[src/fpz_regs.svh]
`ifndef FPZ_REGS_SVH
`define FPZ_REGS_SVH

// ****************************************************************
// Register offsets
// ****************************************************************
`define FPZ_OFS_DUTY_NOW      8'h30
`define FPZ_OFS_CONTROL       8'h40
`define FPZ_OFS_STATUS1       8'h41
`define FPZ_OFS_STATUS2       8'h42
`define FPZ_OFS_Z1_FLOOR      8'h4E
`define FPZ_OFS_Z1_CEILING    8'h4F
`define FPZ_OFS_Z2_FLOOR      8'h50
`define FPZ_OFS_Z2_CEILING    8'h51
`define FPZ_OFS_TACH_LO       8'h54
`define FPZ_OFS_TACH_HI       8'h55
`define FPZ_OFS_FAN_SETUP     8'h5C
`define FPZ_OFS_TACH_MODE     8'h5D

// ****************************************************************
// Reset values
// ****************************************************************
`define FPZ_RST_DUTY          8'hFF
`define FPZ_RST_FLOOR         8'h81
`define FPZ_RST_CEILING       8'h7F
`define FPZ_RST_TACH_BYTE     8'hFF
`define FPZ_RST_FAN_SETUP     8'h62
`define FPZ_DUTY_ZERO         8'h00
`define FPZ_TACH_MUTE         16'hFFFF

// ****************************************************************
// Field positions
// ****************************************************************
`define FPZ_CTL_START         0
`define FPZ_CTL_LOCK          1
`define FPZ_CTL_OVERRIDE      3
`define FPZ_ST1_ZONE1         0
`define FPZ_ST1_ZONE2         1
`define FPZ_ST2_FAN           0
`define FPZ_TM_THREE_WIRE     0
`define FPZ_SETUP_MODE_HI     7
`define FPZ_SETUP_MODE_LO     5
`define FPZ_SETUP_POLARITY    4
`define FPZ_SETUP_SPIN_HI     2

// ****************************************************************
// Timing
// ****************************************************************
`define FPZ_CLK_HZ            25000000
`define FPZ_MS_PER_S          1000
`define FPZ_MS_CYCLES         (`FPZ_CLK_HZ / `FPZ_MS_PER_S)
`define FPZ_SPIN_MS_0         12'd0
`define FPZ_SPIN_MS_1         12'd100
`define FPZ_SPIN_MS_2         12'd250
`define FPZ_SPIN_MS_3         12'd400
`define FPZ_SPIN_MS_4         12'd700
`define FPZ_SPIN_MS_5         12'd1000
`define FPZ_SPIN_MS_6         12'd2000
`define FPZ_SPIN_MS_7         12'd4000
`define FPZ_PWM_TOP           8'hFE

`endif

[src/fpz_pkg.sv]
`default_nettype none
package fpz_pkg;

    typedef enum logic [6:0] {
        FPZ_MODE_Z1   = 7'b0000001,
        FPZ_MODE_Z2   = 7'b0000010,
        FPZ_MODE_RSVD = 7'b0000100,
        FPZ_MODE_FULL = 7'b0001000,
        FPZ_MODE_OFF  = 7'b0010000,
        FPZ_MODE_HOT  = 7'b0100000,
        FPZ_MODE_MAN  = 7'b1000000
    } fpz_mode_t;

    function automatic fpz_mode_t fpz_decode_mode(input logic [2:0] code);
        case (code)
            3'h0:        fpz_decode_mode = FPZ_MODE_Z1;
            3'h1, 3'h5:  fpz_decode_mode = FPZ_MODE_Z2;
            3'h2:        fpz_decode_mode = FPZ_MODE_RSVD;
            3'h3:        fpz_decode_mode = FPZ_MODE_FULL;
            3'h4:        fpz_decode_mode = FPZ_MODE_OFF;
            3'h6:        fpz_decode_mode = FPZ_MODE_HOT;
            default:     fpz_decode_mode = FPZ_MODE_MAN;
        endcase
    endfunction

endpackage
`default_nettype wire

[src/fpz_pwm_gen.sv]
`timescale 1ns/1ps
`default_nettype none
`include "fpz_regs.svh"
module fpz_pwm_gen (
    // Clock and reset
    input  wire logic       clk,
    input  wire logic       rst_n,
    // Duty in, raw waveform out
    input  wire logic [7:0] duty,
    output logic            pwm_raw
);

    logic [7:0] cnt_reg;

    // ****************************************************************
    // Period of 255 counts
    // ****************************************************************
    always_ff @(posedge clk) begin
        if (!rst_n) begin
            cnt_reg <= 8'h00;
        end else if (cnt_reg == `FPZ_PWM_TOP) begin
            cnt_reg <= 8'h00;
        end else begin
            cnt_reg <= cnt_reg + 8'h01;
        end
    end

    // High for duty of the 255 counts
    assign pwm_raw = (cnt_reg < duty);

endmodule
`default_nettype wire

[src/fpz_spinup.sv]
`timescale 1ns/1ps
`default_nettype none
`include "fpz_regs.svh"
module fpz_spinup #(
    parameter int MS_CYCLES = `FPZ_MS_CYCLES
) (
    // Clock and reset
    input  wire logic       clk,
    input  wire logic       rst_n,
    // Start request and time select
    input  wire logic       kick,
    input  wire logic [2:0] spin_sel,
    output logic            active
);

    logic [24:0] pre_reg;
    logic [11:0] ms_left_reg;

    function automatic logic [11:0] spin_ms(input logic [2:0] sel);
        case (sel)
            3'h0:    spin_ms = `FPZ_SPIN_MS_0;
            3'h1:    spin_ms = `FPZ_SPIN_MS_1;
            3'h2:    spin_ms = `FPZ_SPIN_MS_2;
            3'h3:    spin_ms = `FPZ_SPIN_MS_3;
            3'h4:    spin_ms = `FPZ_SPIN_MS_4;
            3'h5:    spin_ms = `FPZ_SPIN_MS_5;
            3'h6:    spin_ms = `FPZ_SPIN_MS_6;
            default: spin_ms = `FPZ_SPIN_MS_7;
        endcase
    endfunction

    // ****************************************************************
    // Millisecond countdown
    // ****************************************************************
    always_ff @(posedge clk) begin
        if (!rst_n) begin
            pre_reg     <= 25'h0000000;
            ms_left_reg <= 12'h000;
        end else if (kick) begin
            pre_reg     <= 25'h0000000;
            ms_left_reg <= spin_ms(spin_sel);
        end else if (ms_left_reg != 12'h000) begin
            if (pre_reg == 25'(MS_CYCLES - 1)) begin
                pre_reg     <= 25'h0000000;
                ms_left_reg <= ms_left_reg - 12'h001;
            end else begin
                pre_reg <= pre_reg + 25'h0000001;
            end
        end
    end

    assign active = (ms_left_reg != 12'h000);

endmodule
`default_nettype wire

[src/fpz_top.sv]
`timescale 1ns/1ps
`default_nettype none
`include "fpz_regs.svh"
// Overview of operation
// Power-on: full duty, duty reads FFh
// Start bit: duty follows automatic control
// Duty writable only in manual mode
// 8-bit duty code, 00 off, FF full
// Three-wire tach window forces output high
// Out-of-limit zone temperature sets status flag
// Zone 1 remote diode, zone 2 internal
// Signed limits, reset +127 and -127
// Limits and tach floor ignore lock
// Tach count below floor sets fan flag
// No tach flag at zero duty, disabled
// Tach floor FFFFh never raises alert
// Lock makes fan setup read-only
// Start clear uses default fan setup
// Three-bit field selects zone or mode
// Hotter zone: larger of two PWM levels
// Disabled fan drives inactive output level
// Polarity bit inverts output sense
// Spin-up holds full duty for time
// High time is duty over 255
module fpz_top
    import fpz_pkg::*;
#(
    parameter int MS_CYCLES = `FPZ_MS_CYCLES
) (
    // Clock and reset
    input  wire logic        clk,
    input  wire logic        rst_n,
    // Register port
    input  wire logic [7:0]  reg_addr,
    input  wire logic [7:0]  reg_wdata,
    input  wire logic        reg_wr,
    input  wire logic        reg_rd,
    output logic      [7:0]  reg_rdata,
    // Zone temperatures, remote diode and internal sensor
    input  wire logic [7:0]  zone1_temp,
    input  wire logic [7:0]  zone2_temp,
    // Automatic control levels per zone
    input  wire logic [7:0]  auto_duty_z1,
    input  wire logic [7:0]  auto_duty_z2,
    // Tachometer measurement
    input  wire logic [15:0] tach_count,
    input  wire logic        tach_valid,
    input  wire logic        tach_window,
    // Fan drive
    output logic             pwm_out
);
    import fpz_pkg::*;

    // ****************************************************************
    // Register state
    // ****************************************************************
    logic [7:0]  duty_now_reg;
    logic [7:0]  duty_now_next;
    logic        ctl_start_reg;
    logic        ctl_lock_reg;
    logic        ctl_override_reg;
    logic [1:0]  status1_reg;
    logic        status2_reg;
    logic [7:0]  zone1_temp_floor_reg;
    logic [7:0]  zone1_temp_ceiling_reg;
    logic [7:0]  zone2_temp_floor_reg;
    logic [7:0]  zone2_temp_ceiling_reg;
    logic [7:0]  tach_floor_low_byte_reg;
    logic [7:0]  tach_floor_high_byte_reg;
    logic [7:0]  fan_setup_reg;
    logic        three_wire_reg;
    logic [7:0]  rdata_reg;
    logic        pwm_out_reg;

    logic [7:0]  cfg_eff;
    fpz_mode_t   mode;
    logic        output_polarity_flip;
    logic [2:0]  spin_sel;
    logic [15:0] tach_floor;
    logic [7:0]  hot_duty;
    logic [7:0]  applied_duty;
    logic        spin_kick;
    logic        spin_active;
    logic        pwm_raw;
    logic        zone1_limit_flag;
    logic        zone2_limit_flag;
    logic        fan_tach_flag;
    logic        fan_off;

    function automatic logic hit(input logic [7:0] a);
        hit = reg_wr && (reg_addr == a);
    endfunction

    function automatic logic out_of_band(input logic [7:0] t, input logic [7:0] lo,
                                         input logic [7:0] hi);
        out_of_band = ($signed(t) > $signed(hi)) || ($signed(t) < $signed(lo));
    endfunction

    // ****************************************************************
    // Effective configuration
    // ****************************************************************
    assign cfg_eff              = ctl_start_reg ? fan_setup_reg : `FPZ_RST_FAN_SETUP;
    assign mode                 = fpz_decode_mode(cfg_eff[`FPZ_SETUP_MODE_HI:`FPZ_SETUP_MODE_LO]);
    assign output_polarity_flip = cfg_eff[`FPZ_SETUP_POLARITY];
    assign spin_sel             = cfg_eff[`FPZ_SETUP_SPIN_HI:0];
    assign tach_floor           = {tach_floor_high_byte_reg, tach_floor_low_byte_reg};
    assign fan_off              = (mode == FPZ_MODE_OFF) && !ctl_override_reg;
    assign hot_duty             = (auto_duty_z1 > auto_duty_z2) ? auto_duty_z1 : auto_duty_z2;

    // ****************************************************************
    // Control register
    // ****************************************************************
    always_ff @(posedge clk) begin
        if (!rst_n) begin
            ctl_start_reg    <= 1'b0;
            ctl_lock_reg     <= 1'b0;
            ctl_override_reg <= 1'b0;
        end else if (hit(`FPZ_OFS_CONTROL)) begin
            ctl_start_reg    <= reg_wdata[`FPZ_CTL_START];
            // Lock can be set but never cleared
            ctl_lock_reg     <= ctl_lock_reg | reg_wdata[`FPZ_CTL_LOCK];
            ctl_override_reg <= reg_wdata[`FPZ_CTL_OVERRIDE];
        end
    end

    // ****************************************************************
    // Limit registers, always writable
    // ****************************************************************
    always_ff @(posedge clk) begin
        if (!rst_n) begin
            zone1_temp_floor_reg     <= `FPZ_RST_FLOOR;
            zone1_temp_ceiling_reg   <= `FPZ_RST_CEILING;
            zone2_temp_floor_reg     <= `FPZ_RST_FLOOR;
            zone2_temp_ceiling_reg   <= `FPZ_RST_CEILING;
            tach_floor_low_byte_reg  <= `FPZ_RST_TACH_BYTE;
            tach_floor_high_byte_reg <= `FPZ_RST_TACH_BYTE;
            three_wire_reg           <= 1'b0;
        end else begin
            if (hit(`FPZ_OFS_Z1_FLOOR)) begin
                zone1_temp_floor_reg <= reg_wdata;
            end
            if (hit(`FPZ_OFS_Z1_CEILING)) begin
                zone1_temp_ceiling_reg <= reg_wdata;
            end
            if (hit(`FPZ_OFS_Z2_FLOOR)) begin
                zone2_temp_floor_reg <= reg_wdata;
            end
            if (hit(`FPZ_OFS_Z2_CEILING)) begin
                zone2_temp_ceiling_reg <= reg_wdata;
            end
            if (hit(`FPZ_OFS_TACH_LO)) begin
                tach_floor_low_byte_reg <= reg_wdata;
            end
            if (hit(`FPZ_OFS_TACH_HI)) begin
                tach_floor_high_byte_reg <= reg_wdata;
            end
            if (hit(`FPZ_OFS_TACH_MODE)) begin
                three_wire_reg <= reg_wdata[`FPZ_TM_THREE_WIRE];
            end
        end
    end

    // ****************************************************************
    // Fan setup, frozen by lock
    // ****************************************************************
    always_ff @(posedge clk) begin
        if (!rst_n) begin
            fan_setup_reg <= `FPZ_RST_FAN_SETUP;
        end else if (hit(`FPZ_OFS_FAN_SETUP) && !ctl_lock_reg) begin
            fan_setup_reg <= reg_wdata;
        end
    end

    // ****************************************************************
    // Current duty
    // ****************************************************************
    always_comb begin
        duty_now_next = duty_now_reg;
        if (ctl_override_reg || !ctl_start_reg) begin
            duty_now_next = `FPZ_RST_DUTY;
        end else begin
            case (mode)
                FPZ_MODE_Z1:   duty_now_next = auto_duty_z1;
                FPZ_MODE_Z2:   duty_now_next = auto_duty_z2;
                FPZ_MODE_HOT:  duty_now_next = hot_duty;
                FPZ_MODE_OFF:  duty_now_next = `FPZ_DUTY_ZERO;
                FPZ_MODE_MAN: begin
                    if (hit(`FPZ_OFS_DUTY_NOW)) begin
                        duty_now_next = reg_wdata;
                    end
                end
                default:       duty_now_next = `FPZ_RST_DUTY;
            endcase
        end
    end

    always_ff @(posedge clk) begin
        if (!rst_n) begin
            duty_now_reg <= `FPZ_RST_DUTY;
        end else begin
            duty_now_reg <= duty_now_next;
        end
    end

    // ****************************************************************
    // Spin-up and waveform
    // ****************************************************************
    assign spin_kick    = (duty_now_reg == `FPZ_DUTY_ZERO) && (duty_now_next != `FPZ_DUTY_ZERO);
    assign applied_duty = spin_active ? `FPZ_RST_DUTY : duty_now_reg;

    fpz_spinup #(
        .MS_CYCLES (MS_CYCLES)
    ) u_spinup (
        .clk      (clk),
        .rst_n    (rst_n),
        .kick     (spin_kick),
        .spin_sel (spin_sel),
        .active   (spin_active)
    );

    fpz_pwm_gen u_pwm_gen (
        .clk     (clk),
        .rst_n   (rst_n),
        .duty    (applied_duty),
        .pwm_raw (pwm_raw)
    );

    always_ff @(posedge clk) begin
        if (!rst_n) begin
            pwm_out_reg <= 1'b1;
        end else if (fan_off) begin
            pwm_out_reg <= output_polarity_flip;
        end else begin
            pwm_out_reg <= (pwm_raw | (three_wire_reg & tach_window))
                           ^ output_polarity_flip;
        end
    end

    // ****************************************************************
    // Status flags, write one to clear, set wins
    // ****************************************************************
    assign zone1_limit_flag = out_of_band(zone1_temp, zone1_temp_floor_reg,
                                          zone1_temp_ceiling_reg);
    assign zone2_limit_flag = out_of_band(zone2_temp, zone2_temp_floor_reg,
                                          zone2_temp_ceiling_reg);
    assign fan_tach_flag    = tach_valid && (tach_count < tach_floor)
                              && (tach_floor != `FPZ_TACH_MUTE)
                              && (duty_now_reg != `FPZ_DUTY_ZERO) && (mode != FPZ_MODE_OFF);

    always_ff @(posedge clk) begin
        if (!rst_n) begin
            status1_reg <= 2'h0;
            status2_reg <= 1'b0;
        end else begin
            status1_reg[`FPZ_ST1_ZONE1] <= zone1_limit_flag | (status1_reg[`FPZ_ST1_ZONE1]
                & ~(hit(`FPZ_OFS_STATUS1) & reg_wdata[`FPZ_ST1_ZONE1]));
            status1_reg[`FPZ_ST1_ZONE2] <= zone2_limit_flag | (status1_reg[`FPZ_ST1_ZONE2]
                & ~(hit(`FPZ_OFS_STATUS1) & reg_wdata[`FPZ_ST1_ZONE2]));
            status2_reg <= fan_tach_flag | (status2_reg
                & ~(hit(`FPZ_OFS_STATUS2) & reg_wdata[`FPZ_ST2_FAN]));
        end
    end

    // ****************************************************************
    // Read port
    // ****************************************************************
    always_ff @(posedge clk) begin
        if (!rst_n || !reg_rd) begin
            rdata_reg <= 8'h00;
        end else begin
            case (reg_addr)
                `FPZ_OFS_DUTY_NOW:   rdata_reg <= duty_now_reg;
                `FPZ_OFS_CONTROL:    rdata_reg <= {4'h0, ctl_override_reg, 1'b0,
                                                   ctl_lock_reg, ctl_start_reg};
                `FPZ_OFS_STATUS1:    rdata_reg <= {6'h00, status1_reg};
                `FPZ_OFS_STATUS2:    rdata_reg <= {7'h00, status2_reg};
                `FPZ_OFS_Z1_FLOOR:   rdata_reg <= zone1_temp_floor_reg;
                `FPZ_OFS_Z1_CEILING: rdata_reg <= zone1_temp_ceiling_reg;
                `FPZ_OFS_Z2_FLOOR:   rdata_reg <= zone2_temp_floor_reg;
                `FPZ_OFS_Z2_CEILING: rdata_reg <= zone2_temp_ceiling_reg;
                `FPZ_OFS_TACH_LO:    rdata_reg <= tach_floor_low_byte_reg;
                `FPZ_OFS_TACH_HI:    rdata_reg <= tach_floor_high_byte_reg;
                `FPZ_OFS_FAN_SETUP:  rdata_reg <= {fan_setup_reg[7:4], 1'b0, fan_setup_reg[2:0]};
                `FPZ_OFS_TACH_MODE:  rdata_reg <= {7'h00, three_wire_reg};
                default:             rdata_reg <= 8'h00;
            endcase
        end
    end

    assign reg_rdata = rdata_reg;
    assign pwm_out   = pwm_out_reg;
endmodule
`default_nettype wire

[config.mk]
export PLATFORM = sky130hd
export DESIGN_NAME = fpz_top
export DESIGN_NICKNAME = d
export VERILOG_FILES = /design/src/fpz_pkg.sv /design/src/fpz_pwm_gen.sv /design/src/fpz_spinup.sv /design/src/fpz_top.sv
export VERILOG_INCLUDE_DIRS = /design/src
export SDC_FILE = /design/constraint.sdc
export NUM_CORES = 1
export LEC_CHECK = 0
export BUFFER_PORTS_ARGS = -buffer_cell sky130_fd_sc_hd__buf_2
export CAP_MARGIN = 20
export CORE_MARGIN = 3
export CORE_UTILIZATION = 50
export CTS_CLUSTER_SIZE = 30
export DETAILED_ROUTE_END_ITERATION = 10
export GPL_TIMING_DRIVEN = 0
export PLACE_DENSITY = 0.67
export SLEW_MARGIN = 10
export SYNTH_ARGS = -nofsm -noshare
export SYNTH_HDL_FRONTEND = slang
export SYNTH_SLANG_ARGS = --single-unit
[constraint.sdc]
create_clock -name clk -period 8.75 [get_ports clk]
set_input_delay 0.875 -clock clk [delete_from_list [all_inputs] [get_ports clk]]
set_output_delay 0.875 -clock clk [all_outputs]
set_load 0.01 [all_outputs]
==> qor.log <==
qor: detailed_routing.post_drt_via_cell_ratio 5.83
qor: power.power.combinational.fraction 7.2%
qor: clocking.clock_latency 0.43 ns
qor: detailed_routing.count_of_antenna_violating_nets_left_after_detailed_routing 0
qor: timing.max_freq 276 MHz
qor: power.finalPower 1.44 mW
qor: hold_path.worstHoldPathType reg2reg
qor: yosys.synth_seq_cells 124
qor: final_layout.layout-drive-gt1-share 14.2%
qor: timing.hold_slack 0.460 ns
qor: worst_setup_path.critPathCaptureType register
qor: flow_run.maxCapViolations 0
qor: yosys.seq_area_frac_synth 31.1%
qor: timing.final-setup-viol-count 0
qor: yosys.synthFlopType dfxtp_1
qor: floorplan.floorplan_die_height 132 um
qor: timing.layout_worst_path_cycle_share 41.4%
qor: detailed_routing.dr.max_layer_used met4
qor: timing.grt_setup_unrepaired false
qor: timing.setup_total_negative_slack 0 ns
qor: clocking.cts_root_buffer clkbuf_16
qor: yosys.syn_area_per_cell 8.24 um^2
qor: clocking.worst_setup_hold_path_clk_slew 0.06 ns
qor: detailed_routing.drt_iter0_drc 731
qor: floorplan.floorplan.die.width 132 um
qor: clocking.hold_buffers 0
qor: floorplan.floorplan.core_area 15,400 um^2
qor: detailed_routing.dr_wl_met3 1.43 mm
qor: global_route.pin_count_of_the_biggest_net_entering_global_routing 17
qor: yosys.post_synth_inst_count 969
qor: place.dp_hpwl 17.2 mm
qor: detailed_routing.detail_route.wl_per_cell 17.9 um
qor: worst_setup_path.worstPathRequired 9.01 ns
qor: power.p_leak 3.91 nW
qor: detailed_routing.routed_wl 23.0 mm
qor: power.power.ir.vdd_worst 0.151 mV
qor: final_layout.fillers 1,473
qor: final_layout.largest_reg_flops 25
qor: power.power.density_cell_area 156 nW/um^2
qor: yosys.synth-async-reset-ratio 0%
qor: timing.finalClockSkew 0.0142 ns
qor: global_route.first_pass_grt_wire_length 36.7 mm
qor: final_layout.most-common-layout-cells 124 x dfxtp_1, 109 x nand2_1, 87 x nor2_1
qor: final_layout.area_growth 15.8%
qor: detailed_routing.wire_length_on_met1 10.4 mm
qor: global_route.antenna_found_initial 0
qor: worst_setup_path.critPathMaxFanout 10
qor: timing.final-hold-violation-count 0
qor: final_layout.mostFrequentLayoutCell dfxtp_1
qor: power.power_internal 1.10 mW
qor: detailed_routing.drc 0
qor: yosys.ys_types 73
qor: clocking.ctsResizeCount 0
qor: detailed_routing.wl_met2 10.5 mm
qor: power.power.share.clock 53.2%
qor: yosys.synthesis.area 7980 um^2
qor: detailed_routing.dr.pass1.iters 7
qor: yosys.synth.net_count 1,107
qor: final_layout.diodes 0
qor: clocking.numCtsBuffers 17
qor: floorplan.num_io_pins 79
qor: worst_setup_path.setup.reg_to_reg.worst_slack 5.13 ns
qor: timing.final-max-slew-violation-count 0
qor: clocking.ctsLongestPathBuffers 2
qor: floorplan.std_cell_rows 45
qor: timing.worst_slew_pin_slew 1.03 ns
qor: clocking.tritoncts_clock_tree built
qor: global_route.overflow 0
qor: timing.maxSlewHeadroom 31.2%
qor: power.portion_of_total_power_attributed_to_sequential_cells 39.6%
qor: yosys.synthesis.yosys.warnings 0
qor: power.switching_share 23.7%
qor: clocking.clkSinkCount 124
qor: final_layout.nets 1,197
qor: global_route.via_count_of_the_first_global_routing_pass 7,067
qor: power.power.switching 342 uW
qor: status.outcome finished clean
qor: worst_setup_path.worst_ep_arrival_time 3.88 ns
qor: worst_setup_path.critical_path.startpoint_type register
qor: detailed_routing.route.vias.total 7,485
qor: timing.period_minus_slack 3.62 ns
qor: worst_setup_path.timing_worst_setup_path_type reg2reg
qor: clocking.postCtsSetupBuffers 0
qor: floorplan.initial_core_util 51.7%
qor: clocking.clock_tree.htree_level_count 4
qor: yosys.synth_edf_count 0
qor: floorplan.die-area 17,500 um^2
qor: global_route.grt_use_total 26.1%
qor: place.globalplace.congestion 0.937
qor: place.io_buffers 70
==> metrics by stage <==
step                instance area (um^2)  cells  utilization [%]  worst slack, ns
floorplan                           7980    969                -             5.35
global placement                    8590   1250             55.7             4.84
detailed placement                  8590   1250             55.7             4.80
CTS                                 9240   1282             59.9             5.16
global route                        9240   1283             59.9             4.94
finish                              9240   1283             59.9             5.13
==> synth_stat cells (7+ instances only) <==
cell type | instances | area share [%]
o211ai_1 | 38 | 3.6
xor2_1 | 25 | 2.7
inv_1 | 68 | 3.2
a221oi_1 | 10 | 1.1
xnor2_1 | 15 | 1.6
nand2b_1 | 9 | 0.71
and3_1 | 7 | 0.55
o21ai_0 | 44 | 2.8
nand4_1 | 25 | 2.0
nand2_1 | 109 | 5.1
ha_1 | 68 | 11
nor3_2 | 25 | 3.1
mux2i_1 | 38 | 4.8
a21oi_1 | 26 | 1.6
clkbuf_1 | 37 | 1.7
nor4_1 | 10 | 0.78
a21o_1 | 10 | 0.94
a22oi_1 | 10 | 0.94
nor3_1 | 13 | 0.82
nand3_1 | 37 | 2.3
nor2b_1 | 7 | 0.55
o21a_1 | 12 | 1.1
dfxtp_1 | 124 | 31
nor2_1 | 87 | 4.1
==> worst paths after layout <==
kind / start / endpoint / cells past startpoint
worst max-delay path: u_spinup.ms_left_reg[5]$_SDFFE_PN0P_ / pwm_out$_SDFF_PN1_ / 11
worst min register to register: u_pwm_gen.cnt_reg[0]$_SDFF_PP0_ / u_pwm_gen.cnt_reg[0]$_SDFF_PP0_ / 1
worst min-delay path: u_pwm_gen.cnt_reg[0]$_SDFF_PP0_ / u_pwm_gen.cnt_reg[0]$_SDFF_PP0_ / 1
worst max register to register: u_spinup.ms_left_reg[5]$_SDFFE_PN0P_ / pwm_out$_SDFF_PN1_ / 11
==> routing by layer <==
metal  vias up  global-route usage, %
li1       3681                      -
met1      3510                   34.9
met2       241                   41.7
met3        53                   5.73
met4         0                   9.24
met5         -                      0
==> critical path: stages, from the launching register on <==
cell and delay [ns]:
dfxtp_1 0.35, or4_1 0.62, or4b_1 0.69, clkbuf_1 0.32, nor2_1 0.19, ha_1 0.26, a21o_1 0.18, a31oi_1 0.18
o211ai_1 0.17, a21oi_1 0.22, xor2_1 0.16, nand2_1 0.11
==> cell type report <==
cell class	count	area [um^2]	area share, %
clock inverter	13	189	2.04
inverter	68	255	2.76
clock buffer	19	453	4.90
multi-input combinational	726	5010	54.2
timing repair buffer	71	355	3.85
sequential	124	2480	26.9
tap	211	264	2.86
buffer	51	230	2.49
==> power by group through the flow <==
stage | sequential [mW] | combinational [mW] | clock [mW]
after global routing | 0.570 | 0.115 | 0.800
final | 0.570 | 0.104 | 0.767
after CTS | 0.570 | 0.103 | 0.775
after floorplan | 0.581 | 0.0594 | 0
after global placement | 0.582 | 0.101 | 0
after detailed placement | 0.582 | 0.102 | 0
==> logic make-up after synthesis <==
| logic type | synth area share (%) |
|---|---|
| AND/OR/NAND/NOR | 24.3 |
| AO/OA/AOI/OAI | 18.4 |
| flip-flops | 31.1 |
| buffers and inverters | 6.08 |
| adder cells (fa/ha/maj) | 10.7 |
| XOR/XNOR | 4.39 |
| multiplexers | 5.05 |
No activity file was read; power rests on OpenSTA's default activity.
